===== src/hdl/tsw_pkg.sv =====
// Trip status word logic: constants, codes and register map.
// Assumes a single 200 MHz controller clock and a 32-bit register port.
package tsw_pkg;

    // ------------------------------------------------------------
    // Clock and qualification timing
    // ------------------------------------------------------------
    localparam int unsigned TSW_CLK_HZ = 200_000_000;
    localparam int unsigned TSW_TICK_MS = 1;
    localparam int unsigned TSW_TICK_CYC = TSW_CLK_HZ / 1000 * TSW_TICK_MS;

    // Qualification delays in ms
    localparam logic [15:0] TSW_DLY_OVERSPEED_MS = 16'h0064;
    localparam logic [15:0] TSW_DLY_MISSING_PULSE_MS = 16'hea60;
    localparam logic [15:0] TSW_DLY_FIELD_OVERCURRENT_MS = 16'h3a98;
    localparam logic [15:0] TSW_DLY_HEATSINK_MS = 16'h02ee;
    localparam logic [15:0] TSW_DLY_NONE_MS = 16'h0000;

    // ------------------------------------------------------------
    // Trip bit positions
    // ------------------------------------------------------------
    localparam int TSW_B_OVERSPEED = 0;
    localparam int TSW_B_MISSING_PULSE = 1;
    localparam int TSW_B_FIELD_OVERCURRENT = 2;
    localparam int TSW_B_HEATSINK = 3;
    localparam int TSW_B_THERMISTOR = 4;
    localparam int TSW_B_ARMATURE_OVERVOLTAGE = 5;
    localparam int TSW_B_SPEED_FEEDBACK_FAULT = 6;
    localparam int TSW_B_ENCODER = 7;
    localparam int TSW_B_FIELD_FAILED = 8;
    localparam int TSW_B_PHASE_LOSS = 9;
    localparam int TSW_B_PHASE_LOCK = 10;
    localparam int TSW_B_LINK_RECEIVE_ERROR = 11;
    localparam int TSW_B_STALL = 12;
    localparam int TSW_B_OVERCURRENT = 13;
    localparam int TSW_B_OTHER = 14;
    localparam int TSW_B_CURRENT_TRANSFORMER_FAULT = 15;
    localparam int TSW_NUM_TRIPS = 16;

    // ------------------------------------------------------------
    // Codes
    // ------------------------------------------------------------
    localparam logic [15:0] TSW_CODE_NO_ALARM = 16'h0000;
    localparam logic [15:0] TSW_CODE_AUTOTUNE_ERROR = 16'hf001;
    localparam logic [15:0] TSW_CODE_AUTOTUNE_ABORTED = 16'hf002;
    localparam logic [15:0] TSW_CODE_EXTERNAL_TRIP = 16'hf005;
    localparam logic [15:0] TSW_CODE_REMOTE_TRIP = 16'hf006;
    localparam logic [15:0] TSW_CODE_CONFIG_ENABLED = 16'hf200;
    localparam logic [15:0] TSW_CODE_NO_OP_STATION = 16'hf400;
    localparam logic [15:0] TSW_CODE_PCB_VERSION = 16'hff05;
    localparam logic [15:0] TSW_CODE_PRODUCT_CODE = 16'hff06;
    localparam logic [3:0] TSW_EXT_CLASS = 4'hf;

    typedef enum logic [2:0] {
        TSW_OTH_AUTOTUNE_ERROR = 3'h0,
        TSW_OTH_AUTOTUNE_ABORTED = 3'h1,
        TSW_OTH_EXTERNAL_TRIP = 3'h2,
        TSW_OTH_REMOTE_TRIP = 3'h3,
        TSW_OTH_CONFIG_ENABLED = 3'h4,
        TSW_OTH_NO_OP_STATION = 3'h5,
        TSW_OTH_PCB_VERSION = 3'h6,
        TSW_OTH_PRODUCT_CODE = 3'h7
    } tsw_other_cause_t;

    // ------------------------------------------------------------
    // Register map and reset values
    // ------------------------------------------------------------
    localparam int TSW_AW = 8;
    localparam int TSW_DW = 32;
    localparam logic [7:0] TSW_A_LATEST = 8'h00;
    localparam logic [7:0] TSW_A_WORD = 8'h04;
    localparam logic [7:0] TSW_A_FIRST = 8'h08;
    localparam logic [7:0] TSW_A_LATEST_TEXT = 8'h0c;
    localparam logic [7:0] TSW_A_WORD_TEXT = 8'h10;
    localparam logic [7:0] TSW_A_FIRST_TEXT = 8'h14;
    localparam logic [7:0] TSW_A_ENABLE = 8'h18;
    localparam logic [15:0] TSW_RST_WORD = 16'h0000;
    localparam logic [15:0] TSW_RST_FIRST = 16'h0000;
    localparam logic [15:0] TSW_RST_ENABLE = 16'hffff;

    // Digit rendering
    localparam logic [7:0] TSW_ASCII_ZERO = 8'h30;
    localparam logic [7:0] TSW_ASCII_ALPHA = 8'h37;
    localparam logic [3:0] TSW_DIGIT_TEN = 4'ha;

    typedef struct packed {
        logic [7:0] addr;
        logic [31:0] wdata;
        logic wr;
        logic rd;
    } tsw_bus_req_t;

    function automatic logic [15:0] tsw_dly_ms(input int idx);
        case (idx)
            TSW_B_OVERSPEED: tsw_dly_ms = TSW_DLY_OVERSPEED_MS;
            TSW_B_MISSING_PULSE: tsw_dly_ms = TSW_DLY_MISSING_PULSE_MS;
            TSW_B_FIELD_OVERCURRENT: tsw_dly_ms = TSW_DLY_FIELD_OVERCURRENT_MS;
            TSW_B_HEATSINK: tsw_dly_ms = TSW_DLY_HEATSINK_MS;
            default: tsw_dly_ms = TSW_DLY_NONE_MS;
        endcase
    endfunction

    function automatic logic [15:0] tsw_ext_code(input tsw_other_cause_t sel);
        case (sel)
            TSW_OTH_AUTOTUNE_ERROR: tsw_ext_code = TSW_CODE_AUTOTUNE_ERROR;
            TSW_OTH_AUTOTUNE_ABORTED: tsw_ext_code = TSW_CODE_AUTOTUNE_ABORTED;
            TSW_OTH_EXTERNAL_TRIP: tsw_ext_code = TSW_CODE_EXTERNAL_TRIP;
            TSW_OTH_REMOTE_TRIP: tsw_ext_code = TSW_CODE_REMOTE_TRIP;
            TSW_OTH_CONFIG_ENABLED: tsw_ext_code = TSW_CODE_CONFIG_ENABLED;
            TSW_OTH_NO_OP_STATION: tsw_ext_code = TSW_CODE_NO_OP_STATION;
            TSW_OTH_PCB_VERSION: tsw_ext_code = TSW_CODE_PCB_VERSION;
            default: tsw_ext_code = TSW_CODE_PRODUCT_CODE;
        endcase
    endfunction

    function automatic logic [7:0] tsw_hex_char(input logic [3:0] d);
        if (d < TSW_DIGIT_TEN) begin
            tsw_hex_char = TSW_ASCII_ZERO + {4'h0, d};
        end else begin
            tsw_hex_char = TSW_ASCII_ALPHA + {4'h0, d};
        end
    endfunction

    function automatic logic [31:0] tsw_hex_text(input logic [15:0] v);
        tsw_hex_text = {tsw_hex_char(v[15:12]), tsw_hex_char(v[11:8]),
                        tsw_hex_char(v[7:4]), tsw_hex_char(v[3:0])};
    endfunction

endpackage


===== src/hdl/tsw_trip_status.sv =====
// Trip status word logic: alarm qualification, live word, first-trip
// capture, latest-alarm record and register read port.
// Assumes fault inputs and start input synchronous to i_mclk.
//
// Summary of operation
// - Every new trip, except one starting in the same cycle as an other-class trip, leaves its code in the alarm record for later reading.
// - The live word follows the set of active alarms, one bit per alarm, one clock after each alarm qualifies.
// - The live word clears to 0x0000 when start is raised while no trip is present.
// - The first-trip capture takes the code of the first trip and then ignores later ones.
// - The first-trip capture clears to 0x0000 whenever start is raised.
// - The latest-alarm record holds the newest alarm code and the down key clears it.
// - After power-up the latest-alarm record shows the no-active-alarms code.
// - All three values are 16-bit codes, one unique code per trip.
// - Several simultaneous trips report the OR of their single-bit codes, except in the latest-alarm record when the other class is among them.
// - Value 01A8 means field failed, encoder, armature overvoltage and heatsink together.
// - In the latest-alarm record the other class becomes an extended cause code.
// - Rendered digits 10 to 15 appear as letters A to F.
// - Four alarms (overspeed, missing pulse, field overcurrent, heatsink) set their bit only after persisting for their qualification delay.

// ----------------------------------------------------------------
// Persistence qualifier for one alarm
// ----------------------------------------------------------------
module tsw_qual_delay
    import tsw_pkg::*;
#(
    parameter logic [15:0] P_DLY_MS = 16'h0000
) (
    input wire logic i_mclk,
    input wire logic i_rst_b,
    input wire logic i_raw,
    input wire logic i_tick,
    output logic o_qual
);
    logic [15:0] cnt_q;
    logic [15:0] cnt_d;
    logic qual_d;
    wire logic done = (cnt_q >= P_DLY_MS);

    // Any drop of the condition restarts the delay
    assign cnt_d = (!i_raw) ? 16'h0000 : ((i_tick && !done) ? cnt_q + 16'h0001 : cnt_q);
    assign qual_d = i_raw && done;

    always_ff @(posedge i_mclk or negedge i_rst_b) begin
        if (!i_rst_b) begin
            cnt_q <= 16'h0000;
            o_qual <= 1'b0;
        end else begin
            cnt_q <= cnt_d;
            o_qual <= qual_d;
        end
    end
endmodule

// ----------------------------------------------------------------
// Top level
// ----------------------------------------------------------------
module tsw_trip_status
    import tsw_pkg::*;
#(
    parameter int unsigned P_TICK_CYC = TSW_TICK_CYC
) (
    input wire logic i_mclk,
    input wire logic i_rst_b,
    input wire logic [15:0] i_alarm_raw,
    input wire tsw_other_cause_t i_other_cause,
    input wire logic i_run_start_input,
    input wire logic i_down_key,
    input wire tsw_bus_req_t i_bus,
    output logic [31:0] o_rdata,
    output logic [15:0] o_trip_status_word,
    output logic [15:0] o_first_trip_capture,
    output logic [15:0] o_latest_alarm_code,
    output logic o_tripped
);

    // ------------------------------------------------------------
    // Millisecond tick
    // ------------------------------------------------------------
    logic [31:0] tick_cnt_q;
    logic [31:0] tick_cnt_d;
    wire logic tick_end = (tick_cnt_q == 32'(P_TICK_CYC - 1));

    assign tick_cnt_d = tick_end ? 32'h0000_0000 : tick_cnt_q + 32'h0000_0001;

    always_ff @(posedge i_mclk or negedge i_rst_b) begin
        if (!i_rst_b) begin
            tick_cnt_q <= 32'h0000_0000;
        end else begin
            tick_cnt_q <= tick_cnt_d;
        end
    end

    // ------------------------------------------------------------
    // Alarm qualification
    // ------------------------------------------------------------
    logic [15:0] enable_q;
    logic [15:0] active;
    wire logic [15:0] raw_en = i_alarm_raw & enable_q;

    // One qualifier per bit, positions fixed by the bit constants
    genvar gi;
    generate
        for (gi = 0; gi < TSW_NUM_TRIPS; gi++) begin : g_qual
            tsw_qual_delay #(
                .P_DLY_MS(tsw_dly_ms(gi))
            ) u_qual (
                .i_mclk(i_mclk),
                .i_rst_b(i_rst_b),
                .i_raw(raw_en[gi]),
                .i_tick(tick_end),
                .o_qual(active[gi])
            );
        end
    endgenerate

    // ------------------------------------------------------------
    // Status values
    // ------------------------------------------------------------
    logic [15:0] word_q;
    logic [15:0] word_d;
    logic [15:0] first_q;
    logic [15:0] first_d;
    logic [15:0] latest_q;
    logic [15:0] latest_d;
    logic [15:0] act_prev_q;

    wire logic any_active = (active != 16'h0000);
    wire logic [15:0] new_bits = active & ~act_prev_q;
    wire logic any_new = (new_bits != 16'h0000);
    wire logic start_clear = i_run_start_input && !any_active;

    // Live set is the OR of active bits; held after the trip until start
    assign word_d = any_active ? active : (start_clear ? TSW_RST_WORD : word_q);

    // Start wins; otherwise only an empty capture takes a trip
    assign first_d = i_run_start_input ? TSW_RST_FIRST
                   : ((first_q == TSW_RST_FIRST) ? active : first_q);

    // A new trip wins over a clear in the same cycle
    assign latest_d = any_new ? (new_bits[TSW_B_OTHER] ? tsw_ext_code(i_other_cause) : new_bits)
                    : (i_down_key ? TSW_CODE_NO_ALARM : latest_q);

    always_ff @(posedge i_mclk or negedge i_rst_b) begin
        if (!i_rst_b) begin
            word_q <= TSW_RST_WORD;
            first_q <= TSW_RST_FIRST;
            latest_q <= TSW_CODE_NO_ALARM;
            act_prev_q <= 16'h0000;
        end else begin
            word_q <= word_d;
            first_q <= first_d;
            latest_q <= latest_d;
            act_prev_q <= active;
        end
    end

    // ------------------------------------------------------------
    // Register port
    // ------------------------------------------------------------
    logic [31:0] rdata_d;
    logic [15:0] enable_d;
    logic tripped_q;

    wire logic wr_enable = i_bus.wr && (i_bus.addr == TSW_A_ENABLE);

    assign enable_d = wr_enable ? i_bus.wdata[15:0] : enable_q;

    // Text reads render each digit, letters for 10 to 15
    assign rdata_d = !i_bus.rd ? 32'h0000_0000
        : (i_bus.addr == TSW_A_LATEST) ? {16'h0000, latest_q}
        : (i_bus.addr == TSW_A_WORD) ? {16'h0000, word_q}
        : (i_bus.addr == TSW_A_FIRST) ? {16'h0000, first_q}
        : (i_bus.addr == TSW_A_LATEST_TEXT) ? tsw_hex_text(latest_q)
        : (i_bus.addr == TSW_A_WORD_TEXT) ? tsw_hex_text(word_q)
        : (i_bus.addr == TSW_A_FIRST_TEXT) ? tsw_hex_text(first_q)
        : (i_bus.addr == TSW_A_ENABLE) ? {16'h0000, enable_q}
        : 32'h0000_0000;

    always_ff @(posedge i_mclk or negedge i_rst_b) begin
        if (!i_rst_b) begin
            enable_q <= TSW_RST_ENABLE;
            o_rdata <= 32'h0000_0000;
            tripped_q <= 1'b0;
        end else begin
            enable_q <= enable_d;
            o_rdata <= rdata_d;
            tripped_q <= any_active;
        end
    end

    assign o_trip_status_word = word_q;
    assign o_first_trip_capture = first_q;
    assign o_latest_alarm_code = latest_q;
    assign o_tripped = tripped_q;
endmodule


===== config.mk =====
export PLATFORM = sky130hd
export DESIGN_NAME = tsw_trip_status
export DESIGN_NICKNAME = d
export VERILOG_FILES = /design/src/hdl/tsw_pkg.sv /design/src/hdl/tsw_trip_status.sv
export SDC_FILE = /design/constraint.sdc
export NUM_CORES = 1
export LEC_CHECK = 0
export ABC_AREA = 1
export BUFFER_PORTS_ARGS = -buffer_cell sky130_fd_sc_hd__buf_4
export CORE_AREA = 2 2 170 155
export CTS_BUF_LIST = sky130_fd_sc_hd__clkbuf_8 sky130_fd_sc_hd__clkbuf_16
export DETAILED_ROUTE_END_ITERATION = 10
export DIE_AREA = 0 0 172 157
export PLACE_DENSITY = 0.72
export SYNTH_ARGS = -nofsm -noshare
export SYNTH_HDL_FRONTEND = slang
export SYNTH_HIERARCHICAL = 1
export SYNTH_SLANG_ARGS = --single-unit

===== constraint.sdc =====
create_clock -name i_mclk -period 3.2 [get_ports i_mclk]
set_clock_uncertainty 0.1 [all_clocks]
set_input_delay 0.64 -clock i_mclk [delete_from_list [all_inputs] [get_ports i_mclk]]
set_output_delay 0.64 -clock i_mclk [all_outputs]
set_load 0.005 [all_outputs]

Word level (Yosys, flattened, before mapping)
Index checks and enable logic that the tools add are counted.
Widths: inputs -> output; s select.
{"block": "op_classes", "n_reduce_logical": 59, "muxes": 61, "eq_ne": 29, "magnitude_cmp": 28, "addsub": 41, "n_bitwise": 3}
{"operator": "$mux 16", "n": 40}
{"operator": "$add 16x1->16 const B", "n": 16}
{"operator": "$mux 32", "n": 8}
{"operator": "$ge 16x1->1 const B", "n": 12}
{"operator": "$add 6x4->7 const A", "n": 24}
{"operator": "$pmux 12 s7", "n": 1}
{"operator": "$mux 7", "n": 10}
{"operator": "$lt 4x4->1 const B", "n": 12}
{"operator": "$logic_and 1x1->1", "n": 34}
{"operator": "$add 32x1->32 const B", "n": 1}
{"operator": "$and 16x16->16", "n": 2}
{"operator": "$eq 32x18->1 const B", "n": 1}
{"operator": "$ne 2x1->1 const B", "n": 16}
{"operator": "$reduce_bool 16->1", "n": 2}
{"operator": "$eq 8x5->1 const B", "n": 3}
{"operator": "$logic_not 1->1", "n": 17}
{"operator": "$eq 8x4->1 const B", "n": 2}
{"operator": "$ge 16x10->1 const B", "n": 1}
{"operator": "$ge 16x14->1 const B", "n": 1}
{"operator": "$ge 16x16->1 const B", "n": 1}
{"operator": "$ge 16x7->1 const B", "n": 1}
{"operator": "$logic_not 16->1", "n": 1}
{"operator": "$mux 8", "n": 2}
{"operator": "$not 16->16", "n": 1}
{"operator": "other kinds (7)", "n": 12}
{"block": "totals", "out_inout_bits": 81, "regBits": 417, "inputBits": 65, "elab_cells": 261}

Logic depth before layout (Yosys ltp)
Gate-level depths: netlist of the first run.
{"block": "logic_depth", "word_depth": 9, "ltp_mapped": 12}

Cells and area by module
Netlist of the first run, hierarchy kept.
{"mod": "tsw_trip_status", "n_inst": 1, "area_each_um2": 8027.7, "cells_each": 1042}
{"mod": "tsw_qual_delay at g_qual[1].u_qual", "n_inst": 1, "area_each_um2": 1159.9, "cells_each": 166}
{"mod": "tsw_qual_delay at g_qual[2].u_qual", "n_inst": 1, "area_each_um2": 1127.3, "cells_each": 169}
{"mod": "tsw_qual_delay at g_qual[3].u_qual", "n_inst": 1, "area_each_um2": 991.0, "cells_each": 130}
{"mod": "tsw_qual_delay at g_qual[0].u_qual", "n_inst": 1, "area_each_um2": 870.8, "cells_each": 106}
{"mod": "tsw_qual_delay at g_qual[10].u_qual ...", "n_inst": 12, "area_each_um2": 25.0, "cells_each": 1}

Worst setup path before layout of the first run
Ideal clock, no wire load.
{"block": "synth_timing", "path_type": "flip-flop to flip-flop", "from": "register tick_cnt_q[0]", "to": "register g_qual[2].u_qual.cnt_q[1]", "t_required_ns": 2.982, "synth_period_minus_slack_ns": 2.386, "slack_ns": 0.814, "setup_time_ns": 0.118, "path_stages_with_launch": 12, "t_arrival_ns": 2.168, "path_cell_list": "dfrtp_1 ha_1 inv_1 nor2_2 inv_1 nor2_1 nand2_1 nor2_2 nand3_2 buf_8 nand3_1 nand2_1"}
{"block": "synth_via", "elab_chain_len": 3}
{"item": "start, declared", "line_no": "tsw_trip_status.sv:79", "text": "logic [31:0] tick_cnt_q;"}
{"item": "start signal, assigned", "line_no": "tsw_trip_status.sv:89", "text": "tick_cnt_q <= tick_cnt_d;"}
{"item": "$eq 32x18->1", "line_no": "tsw_trip_status.sv:81", "text": "wire logic tick_end = (tick_cnt_q == 32'(P_TICK_CYC - 1));"}
{"item": "net tick_end", "line_no": "tsw_trip_status.sv:81"}
{"item": "$logic_and 1x1->1", "line_no": "tsw_trip_status.sv:40", "text": "assign cnt_d = (!i_raw) ? 16'h0000 : ((i_tick && !done) ? cnt_q + 16'h0001 : cnt_q);"}
{"item": "$ne 2x1->1 (no line)"}
{"item": "end signal, assigned", "line_no": "tsw_trip_status.sv:48", "text": "cnt_q <= cnt_d;"}
{"item": "end, declared", "line_no": "tsw_trip_status.sv:34", "text": "logic [15:0] cnt_q;"}
The timed path passes the listed nets, and every way through them passes these cells.
A chain may end at the register's enable or synchronous reset.

Final worst setup path of the first run
{"block": "layout_timing", "from": "register tick_cnt_q[0]", "to": "register g_qual[1].u_qual.cnt_q[3]"}
{"block": "layout_via", "elab_chain_len": 3}
{"item": "$eq 32x18->1", "line_no": "tsw_trip_status.sv:81"}
{"item": "net tick_end", "line_no": "tsw_trip_status.sv:81"}
{"item": "$logic_and 1x1->1", "line_no": "tsw_trip_status.sv:40"}
{"item": "$ne 2x1->1 (no line)"}
{"item": "end signal, assigned", "line_no": "tsw_trip_status.sv:48"}
{"item": "end, declared", "line_no": "tsw_trip_status.sv:34"}
The timed path passes the listed nets, and every way through them passes these cells.

==> run summary, run 1 <==
- maximum number of buffers from clock root to sink: 3
- Maximum Capacitance Violations: 0
- Final Util: 58.5%
- Post-synth EDFFs: 0
- top achievable clock speed: 365 MHz
- unrepaired setup endpoints after global routing: no
- placement-stage cell area: 13800 sq um
- H-tree depth reported by CTS: 1
- power density over cell area: 435 nW/um^2
- Routed met2 length: 15.8 mm
- weighted congestion reported at the end of routability-driven placement: 0.971
- post-detailed-placement half-perimeter wirelength: 26.4 mm
- post-route setup TNS: 0 ps
- mean number of vias per cell: 5.38
- number of antenna repair diodes: 0
- Iteration-0 DRC Markers: 1156
- routed length on met3: 2.86 mm
- post-synth top area share: 41.5%
- family with the most delay on the worst path: simple AND/OR/NAND/NOR gates
- worst setup path class: reg -> reg
- clock transition at the registers of the reported paths: 70 ps
- post-detailed-routing wire length: 35.3 mm
- height of the chip: 157 um
- router iterations before antenna repair: 7
- Worst-Skew Late Latency: 530 ps
- fraction of final layout cells sized beyond drive strength 1: 15.8%
- Horiz. Die Dim: 172 um
- hold buffer count at CTS: 0
- detail-routed net length per standard cell: 16.6 um
- result of the run: complete, no violations
- Post-layout nets: 1852
- arrival time at the worst endpoint: 3090 ps
- Setup Viol. Count Final: 0
- clock sink count: 223
- final worst path period share: 85.7%
- most area-consuming cells after synthesis: dfrtp_1 (42%), nand2_1 (12%), inv_1 (6.9%)
- class of the most critical hold timing path: in -> async
- worst ir drop on vdd: 0.000413 V
- most common library cell in the layout ignoring fill and taps: nand2_1
- Worst path slowest cell: dfrtp_1
- maximum number of pins on one net before global-route repair: 93
- site row count: 55
- worst path buffer plus inverter count: 3
- gr ovfl total: 0
- quantity of gates resized following cts: 0
- Synth Flop Type: dfrtp_1
- leakage power total: 7.44 nW
- sequential share of the synthesized area: 44.9%
- remaining antenna violation count: 0
- highest-count cells in the layout ignoring fill and taps: nand2_1 (411), inv_1 (229), dfrtp_1 (207), nor2_1 (178), buf_4 (144)
- largest stage delay on the critical path: 430 ps
- post-placement setup slack: 481 ps
- synthesized area: 12500 sq um
- buffers added on ports: 127
- Slew Limit Fails: 0
- uppermost signal routing layer after detailed routing: met4
- antenna violations before repair: 1
- type of element capturing the critical path: register
- DRC: 0
- relative slew slack: 49.4%
- Finished Cell Area: 14700 sq um
- GRT Total Usage: 26.2%
- wire length of the first global-routing pass: 55.6 mm
- via count of the first global-routing pass: 10600
- Synth-to-Final Area Change: 17.4%
- distinct cell type count of the synthesized netlist: 51
- total setup buffers inserted after CTS: 0
- final period demand of the worst path: 2740 ps
- Yosys warnings: 6
- Async S/R FF share, synth: 100%
- slew at the pin with the worst max-slew slack: 759 ps
- Setup WS post-layout: 457 ps
- register bit total from synthesis: 223
- Final Hold Violating Endpoints: 0
- master cell of the clock root buffer: clkbuf_16
- worst path required time: 3540 ps
- synthesized netlist cell count: 1625
- I/O pin count: 146
- total CTS buffers: 25
- largest area contributor in the synthesized netlist: dfrtp_1
- core area: 25000 sq um
- Critical Path Source Type: register
- number of filler cells placed in the layout: 2359
- Critical Path, Cell by Cell: ha_1 > inv_1 > nor2_2 > inv_1 > nor2_1 > nand2_1 > nor2_2 > buf_4 > nand4_1 > o21ai_0
- DRT met1 WL: 15.5 mm
- average instance area after synthesis: 7.68 sq um
- area enclosed by the die boundary: 27000 sq um
- Initial Util: 49.8%
- Critical Path Fanout Max: 10
- CTS tree: built
- via count: 11400
## kinds of logic after synthesis
| family | Yosys count | share of synthesized area, % |
|---|---|---|
| AO/OA/AOI/OAI | 179 | 7.87 |
| XOR/XNOR | 46 | 3.23 |
| adder cells (fa/ha/maj) | 24 | 2.41 |
| buffers and inverters | 270 | 9.03 |
| flip-flops | 223 | 44.9 |
| multiplexers | 13 | 1.29 |
| other | 1 | 0.0301 |
| AND/OR/NAND/NOR | 869 | 31.3 |
## worst paths after layout
path	from	end	slack (ps)	depth (start not counted)
worst max register to register	tick_cnt_q[0]$_DFF_PN0_	g_qual[1].u_qual/cnt_q[3]$_DFFE_PN0P_	460	10
worst min-delay path	i_rst_b	o_rdata[12]$_DFF_PN0_	10	1
worst max-delay path	tick_cnt_q[0]$_DFF_PN0_	g_qual[1].u_qual/cnt_q[3]$_DFFE_PN0P_	460	10
max in group asynchronous	i_rst_b	enable_q[6]$_DFFE_PN1P_	2150	2
min in group i_mclk	i_alarm_raw[10]	g_qual[10].u_qual/o_qual$_DFF_PN0_	200	3
worst min register to register	g_qual[8].u_qual/o_qual$_DFF_PN0_	act_prev_q[8]$_DFF_PN0_	270	0
## final cells by class
cell class / instances / area, sq um / area share (%)
clock buffer: 28 / 667 / 4.55
clock inverter: 18 / 186 / 1.27
inverter: 233 / 880 / 6.00
multi-input combinational: 1133 / 5750 / 39.3
sequential: 223 / 5600 / 38.2
tap: 342 / 428 / 2.92
timing repair buffer: 147 / 1140 / 7.75
## through the flow
step / total power [W] / std cells / hold slack, ps
final: 0.00638 / 2124 / 11.7
after global routing: 0.00660 / 2124 / 69.6
after CTS: 0.00643 / 2124 / 75.1
after detailed placement: 0.00349 / 2078 / 259
after global placement: 0.00348 / 2078 / 258
after floorplan: 0.00321 / 1626 / 244
## metal layers
layer / vias up / global-route usage [%]
met4: 0 / 8.36
met2: 497 / 41.7
met5: - / 0
met1: 5360 / 37.1
met3: 80 / 3.77
li1: 5481 / -
## cells in the mapped netlist (all sizes together) (12+ instances only)
| cell type | n |
|---|---|
| dfrtp | 207 |
| ha | 24 |
| nor2 | 196 |
| inv | 231 |
| a21oi | 58 |
| o22ai | 17 |
| o21ai | 77 |
| mux2 | 13 |
| nand2 | 430 |
| nand4 | 38 |
| nor3 | 33 |
| xnor2 | 12 |
| xor2 | 34 |
| dfstp | 16 |
| nand3 | 141 |
| buf | 26 |
## report_power, final
group          leakage (nW)  switching (W)  internal [W]
clock network         0.411        0.00118       0.00175
registers              3.01      0.0000715       0.00288
logic                  4.02       0.000314      0.000179
total                  7.44        0.00157       0.00481
## registers in the layout (all words and copies together) (netlist names)
name,flops
g_qual.u_qual/cnt_q,64
tick_cnt_q,32
o_rdata,30
act_prev_q,16
enable_q,16
g_qual.u_qual/o_qual,16
o_first_trip_capture,16
o_latest_alarm_code,16
o_trip_status_word,16
o_tripped,1
(Power assumes the default switching activity.)
==> inputs of run 2 (changes only) <==
CTS_BUF_LIST = sky130_fd_sc_hd__clkbuf_4 sky130_fd_sc_hd__clkbuf_8 sky130_fd_sc_hd__clkbuf_16   (was sky130_fd_sc_hd__clkbuf_8 sky130_fd_sc_hd__clkbuf_16)
==> run 2 against run 1 <==
Effect of this change: critical path depth stayed put; critical endpoint unchanged; global-route usage stayed put; hold slack better by 5.2 ps; highest routed layer unchanged.
==> run summary, run 2 (synthesized netlist as in run 1, its figures left out) <==
- I/O pin count: 146
- Final Hold Violating Endpoints: 0
- worst ir drop on vdd: 0.000413 V
- largest registers: g_qual.u_qual/cnt_q x64, tick_cnt_q x32, o_rdata x30
- leakage power total: 7.44 nW
- Synth-to-Final Area Change: 17.5%
- Reg2Reg Setup Slack: 460 ps
- area enclosed by the die boundary: 27000 sq um
- site row count: 55
- Initial Util: 49.8%
- final period demand of the worst path: 2740 ps
- Horiz. Die Dim: 172 um
- post-detailed-placement half-perimeter wirelength: 26.4 mm
- via count: 11400
- placement-stage cell area: 13800 sq um
- Maximum Capacitance Violations: 0
- height of the chip: 157 um
- overall power of the completed layout: 0.00639 W
- type of element capturing the critical path: register
- mean number of vias per cell: 5.37
- Critical Path Fanout Max: 10
- post-detailed-routing wire length: 35.2 mm
- clock sink count: 223
- gr ovfl total: 0
- Finished Cell Area: 14700 sq um
- Iteration-0 DRC Markers: 1156
- clock transition at the registers of the reported paths: 70 ps
- slew at the pin with the worst max-slew slack: 753 ps
- detail-routed net length per standard cell: 16.6 um
- number of flip-flops in the largest register: 64
- weighted congestion reported at the end of routability-driven placement: 0.971
- GRT Total Usage: 26.2%
- core area: 25000 sq um
- router iterations before antenna repair: 6
- highest-count cells in the layout ignoring fill and taps: nand2_1 (411), inv_1 (228), dfrtp_1 (207), nor2_1 (178), buf_4 (144)
- Slew Limit Fails: 0
- share of total power in sequential cells: 46.2%
- remaining antenna violation count: 0
- fraction of final layout cells sized beyond drive strength 1: 15.8%
- final worst path period share: 85.7%
- worst path required time: 3540 ps
- result of the run: complete, no violations
- CTS tree: built
- total CTS buffers: 25
- master cell of the clock root buffer: clkbuf_16
- top achievable clock speed: 364 MHz
- part of the power in the clock network: 46.1%
- most common library cell in the layout ignoring fill and taps: nand2_1
- depth of the worst register-to-register path: 10
- quantity of gates resized following cts: 0
- post-placement setup slack: 481 ps
- end of the worst register-to-register path: g_qual[1].u_qual/cnt_q[3]$_DFFE_PN0P_
- post-route setup TNS: 0 ps
- Worst-Skew Late Latency: 530 ps
- Internal Power: 0.00482 W
- arrival time at the worst endpoint: 3090 ps
- antenna violations before repair: 1
- share of total power in combinational logic: 7.7%
- buffers added on ports: 127
- worst setup path class: reg -> reg
- largest register by flop count: g_qual.u_qual/cnt_q
- Post-layout nets: 1852
- Setup Viol. Count Final: 0
- number of filler cells placed in the layout: 2359
- unrepaired setup endpoints after global routing: no
- total setup buffers inserted after CTS: 0
- Critical Path Source Type: register
- Net Switching: 0.00157 W
- hold buffer count at CTS: 0
- Setup WS post-layout: 456 ps
- DRC: 0
- H-tree depth reported by CTS: 1
- wire length of the first global-routing pass: 55.6 mm
- relative slew slack: 49.8%
- via count of the first global-routing pass: 10600
- number of antenna repair diodes: 0
- launching point of the worst reg2reg path: tick_cnt_q[0]$_DFF_PN0_
- power density over cell area: 436 nW/um^2
- class of the most critical hold timing path: in -> async
- maximum number of pins on one net before global-route repair: 93
- maximum number of buffers from clock root to sink: 3
- Final Util: 58.5%
- Switching Fraction: 24.5%
==> run 2: cell count changes in the layout (fill, tap and decap cells not counted) <==
cell	before	now
clkbuf_4	0	1
inv_1	229	228
==> run 2: worst max-delay path: stages (launching register included) <==
cell,delay [ps]
dfrtp_1,430
ha_1,220
inv_1,80
nor2_2,240
inv_1,140
nor2_1,140
nand2_1,100
nor2_2,300
buf_4,290
nand4_1,330
o21ai_0,280
==> run 2: power groups by stage <==
stage	registers (W)	clock network [W]	logic (W)
final	0.00295	0.00294	0.000493
after floorplan	0.00297	0	0.000239
after global routing	0.00295	0.00311	0.000549
after global placement	0.00300	0	0.000477
after CTS	0.00295	0.00300	0.000493
after detailed placement	0.00300	0	0.000490
==> run 2: cell type report <==
class	instances	area [sq um]	area share (%)
Clock buffer	29	674	4.60
Clock inverter	17	183	1.25
Inverter	233	880	6.00
Multi-Input combinational cell	1133	5750	39.3
Sequential cell	223	5600	38.2
Tap cell	342	428	2.92
Timing Repair Buffer	147	1140	7.75
==> run 2: how the worst max path moves through the flow <==
stage | endpoint | cells past startpoint | slack, ps | from
3_3_place_gp | g_qual[1].u_qual/cnt_q[3]$_DFFE_PN0P_ | 10 | 560 | tick_cnt_q[0]$_DFF_PN0_
5_1_grt | g_qual[1].u_qual/cnt_q[0]$_DFFE_PN0P_ | 10 | 210 | tick_cnt_q[0]$_DFF_PN0_
4_1_cts | g_qual[1].u_qual/cnt_q[3]$_DFFE_PN0P_ | 10 | 470 | tick_cnt_q[0]$_DFF_PN0_
3_5_place_dp | g_qual[1].u_qual/cnt_q[3]$_DFFE_PN0P_ | 10 | 480 | tick_cnt_q[0]$_DFF_PN0_
6_report | g_qual[1].u_qual/cnt_q[3]$_DFFE_PN0P_ | 10 | 460 | tick_cnt_q[0]$_DFF_PN0_
2_1_floorplan | g_qual[2].u_qual/cnt_q[1]$_DFFE_PN0P_ | 11 | 810 | tick_cnt_q[0]$_DFF_PN0_
==> run 2: metal layers <==
metal / up-vias / part of all wire, % / track usage, %
li1: 5483 / - / -
met1: 5345 / 44 / 37.1
met2: 500 / 45 / 41.7
met3: 80 / 8.3 / 3.77
met4: 0 / 3.1 / 8.36
met5: - / 0 / 0
==> run 2: stage by stage <==
stage | hold WS (ps) | std cells
after floorplan | 244 | 1626
after global placement | 258 | 2078
after detailed placement | 259 | 2078
after CTS | 75.1 | 2124
after global routing | 69.6 | 2124
final | 16.8 | 2124
==> inputs of run 3 (changes only) <==
PLACE_DENSITY = 0.75   (was 0.72)
clock period = 2.35 ns   (was 3.2 ns; I/O delays follow)
==> run 3 against run 2 <==
Effect of this change: clock power up 54%; fmax rose by 20%; setup slack got worse by 400 ps; sequential share of layout area decreased by 0.73 points; hold slack hardly changed; power grew 44%; cell area increased by 1.9%.
==> run summary, run 3 (synthesized netlist as in run 1, its figures left out) <==
- post-route insts no fill: 2140
- mean number of vias per cell: 5.41
- DRC: 0
- router iterations before antenna repair: 6
- I/O pin count: 146
- Final Hold Violating Endpoints: 0
- via count of the first global-routing pass: 10700
- result of the run: complete, no violations
- top achievable clock speed: 437 MHz
- master cell of the clock root buffer: clkbuf_16
- Critical Path Source Type: register
- maximum number of buffers from clock root to sink: 3
- post-detailed-routing wire length: 35.2 mm
- Critical Path Fanout Max: 8
- area enclosed by the die boundary: 27000 sq um
- highest-count cells in the layout ignoring fill and taps: nand2_1 (411), inv_1 (228), dfrtp_1 (207), nor2_1 (177), buf_4 (157)
- worst setup path class: reg -> reg
- Initial Util: 49.8%
- most common library cell in the layout ignoring fill and taps: nand2_1
- Post-layout nets: 1869
- type of element capturing the critical path: register
- Setup Viol. Count Final: 0
- unrepaired setup endpoints after global routing: yes
- clock sink count: 223
- maximum number of pins on one net before global-route repair: 60
- final period demand of the worst path: 2290 ps
- post-detailed-placement half-perimeter wirelength: 26.4 mm
- worst ir drop on vdd: 0.000426 V
- total setup buffers inserted after CTS: 0
- CTS tree: built
- placement-stage cell area: 14000 sq um
- core area: 25000 sq um
- number of antenna repair diodes: 0
- leakage power total: 7.59 nW
- Maximum Capacitance Violations: 0
- slew at the pin with the worst max-slew slack: 630 ps
- site row count: 55
- power density over cell area: 616 nW/um^2
- weighted congestion reported at the end of routability-driven placement: 1.01
- largest register by flop count: g_qual.u_qual/cnt_q
- total CTS buffers: 25
- remaining antenna violation count: 0
- antenna violations before repair: 0
- GRT Total Usage: 26.3%
- number of filler cells placed in the layout: 2290
- overall power of the completed layout: 0.00920 W
- Slew Limit Fails: 0
- detail-routed net length per standard cell: 16.4 um
- arrival time at the worst endpoint: 2620 ps
- fraction of final layout cells sized beyond drive strength 1: 16.6%
- largest registers: g_qual.u_qual/cnt_q x64, tick_cnt_q x32, o_rdata x30
- relative slew slack: 57.8%
- Finished Cell Area: 14900 sq um
- Inst Count DP: 2094
- Worst-Skew Late Latency: 540 ps
- gr ovfl total: 0
- Synth-to-Final Area Change: 19.7%
- final worst path period share: 97.4%
- worst path required time: 2680 ps
- class of the most critical hold timing path: in -> reg
- Horiz. Die Dim: 172 um
- clock transition at the registers of the reported paths: 60 ps
- H-tree depth reported by CTS: 1
- number of flip-flops in the largest register: 64
- via count: 11600
- height of the chip: 157 um
- wire length of the first global-routing pass: 56.0 mm
- buffers added on ports: 127
- Iteration-0 DRC Markers: 1082
## run 3: cell types whose count changed in the layout (fill, tap and decap cells not counted), moves of 2 or more
cell	change
buf_4	+13
bufinv_16	+5
clkinvlp_4	-4
buf_12	+3
clkinv_4	+3
clkbuf_8	-2
clkinv_2	-2
nor2_4	+2
## run 3: layout make-up
type,instances,area (sq um),share of cell area [%]
Inverter,233,880,5.89
Timing Repair Buffer,164,1300,8.73
Sequential cell,223,5600,37.5
Tap cell,342,428,2.86
Multi-Input combinational cell,1133,5770,38.6
Clock buffer,27,647,4.33
Clock inverter,18,310,2.08
## run 3: path summary, 6_finish.rpt
check | startpoint | end | slack (ps) | cells past startpoint
worst max-delay path | tick_cnt_q[26]$_DFF_PN0_ | g_qual[1].u_qual/cnt_q[10]$_DFFE_PN0P_ | 60 | 8
worst min-delay path | i_alarm_raw[14] | g_qual[14].u_qual/o_qual$_DFF_PN0_ | 20 | 3
worst max register to register | tick_cnt_q[26]$_DFF_PN0_ | g_qual[1].u_qual/cnt_q[10]$_DFFE_PN0P_ | 60 | 8
worst min register to register | g_qual[5].u_qual/o_qual$_DFF_PN0_ | act_prev_q[5]$_DFF_PN0_ | 260 | 0
max in group asynchronous | i_rst_b | enable_q[6]$_DFFE_PN1P_ | 1060 | 3
min in group asynchronous | i_rst_b | o_rdata[28]$_DFF_PN0_ | 370 | 2
## run 3: metrics by stage
step | utilization [%] | setup TNS (ps) | hold WS (ps) | setup WS (ps)
finish | 59.6 | 0 | 16.9 | 61.2
global route | 59.6 | -55.4 | 12.6 | -20.5
CTS | 59.6 | 0 | 4.07 | 124
detailed placement | 55.7 | 0 | 260 | 143
global placement | 55.7 | 0 | 258 | 174
floorplan | - | 0 | 74.4 | 177
## run 3: worst max-delay path, stage by stage (launching register included)
cell and delay [ps]:
dfrtp_1 450, nor2_1 130, nand3_1 140, nor3_1 250
nand4_1 190, nor2_4 200, buf_12 160, nand4_1 290
o21ai_0 280
## run 3: per-layer routing
metal	global-route usage (%)	part of all wire (%)	wire length, um
met1	36.3	43	15100
met2	41.1	44	15400
met3	4.25	8.6	3030
met4	11.5	4.7	1650
met5	0	0	0
## run 3: repair_timing
item | in CTS | in global routing
endpoints found under the hold margin | 49 | 0
gates resized for setup | 0 | 3
hold buffers | 1 | 0
setup endpoints to repair | 0 | 9
## run 3: report_power, final
part / internal (W) / switching (W) / total [W]
sequential: 0.00392 / 0.0000942 / 0.00402
clock: 0.00288 / 0.00164 / 0.00452
combinational: 0.000250 / 0.000421 / 0.000670
total: 0.00705 / 0.00216 / 0.00920
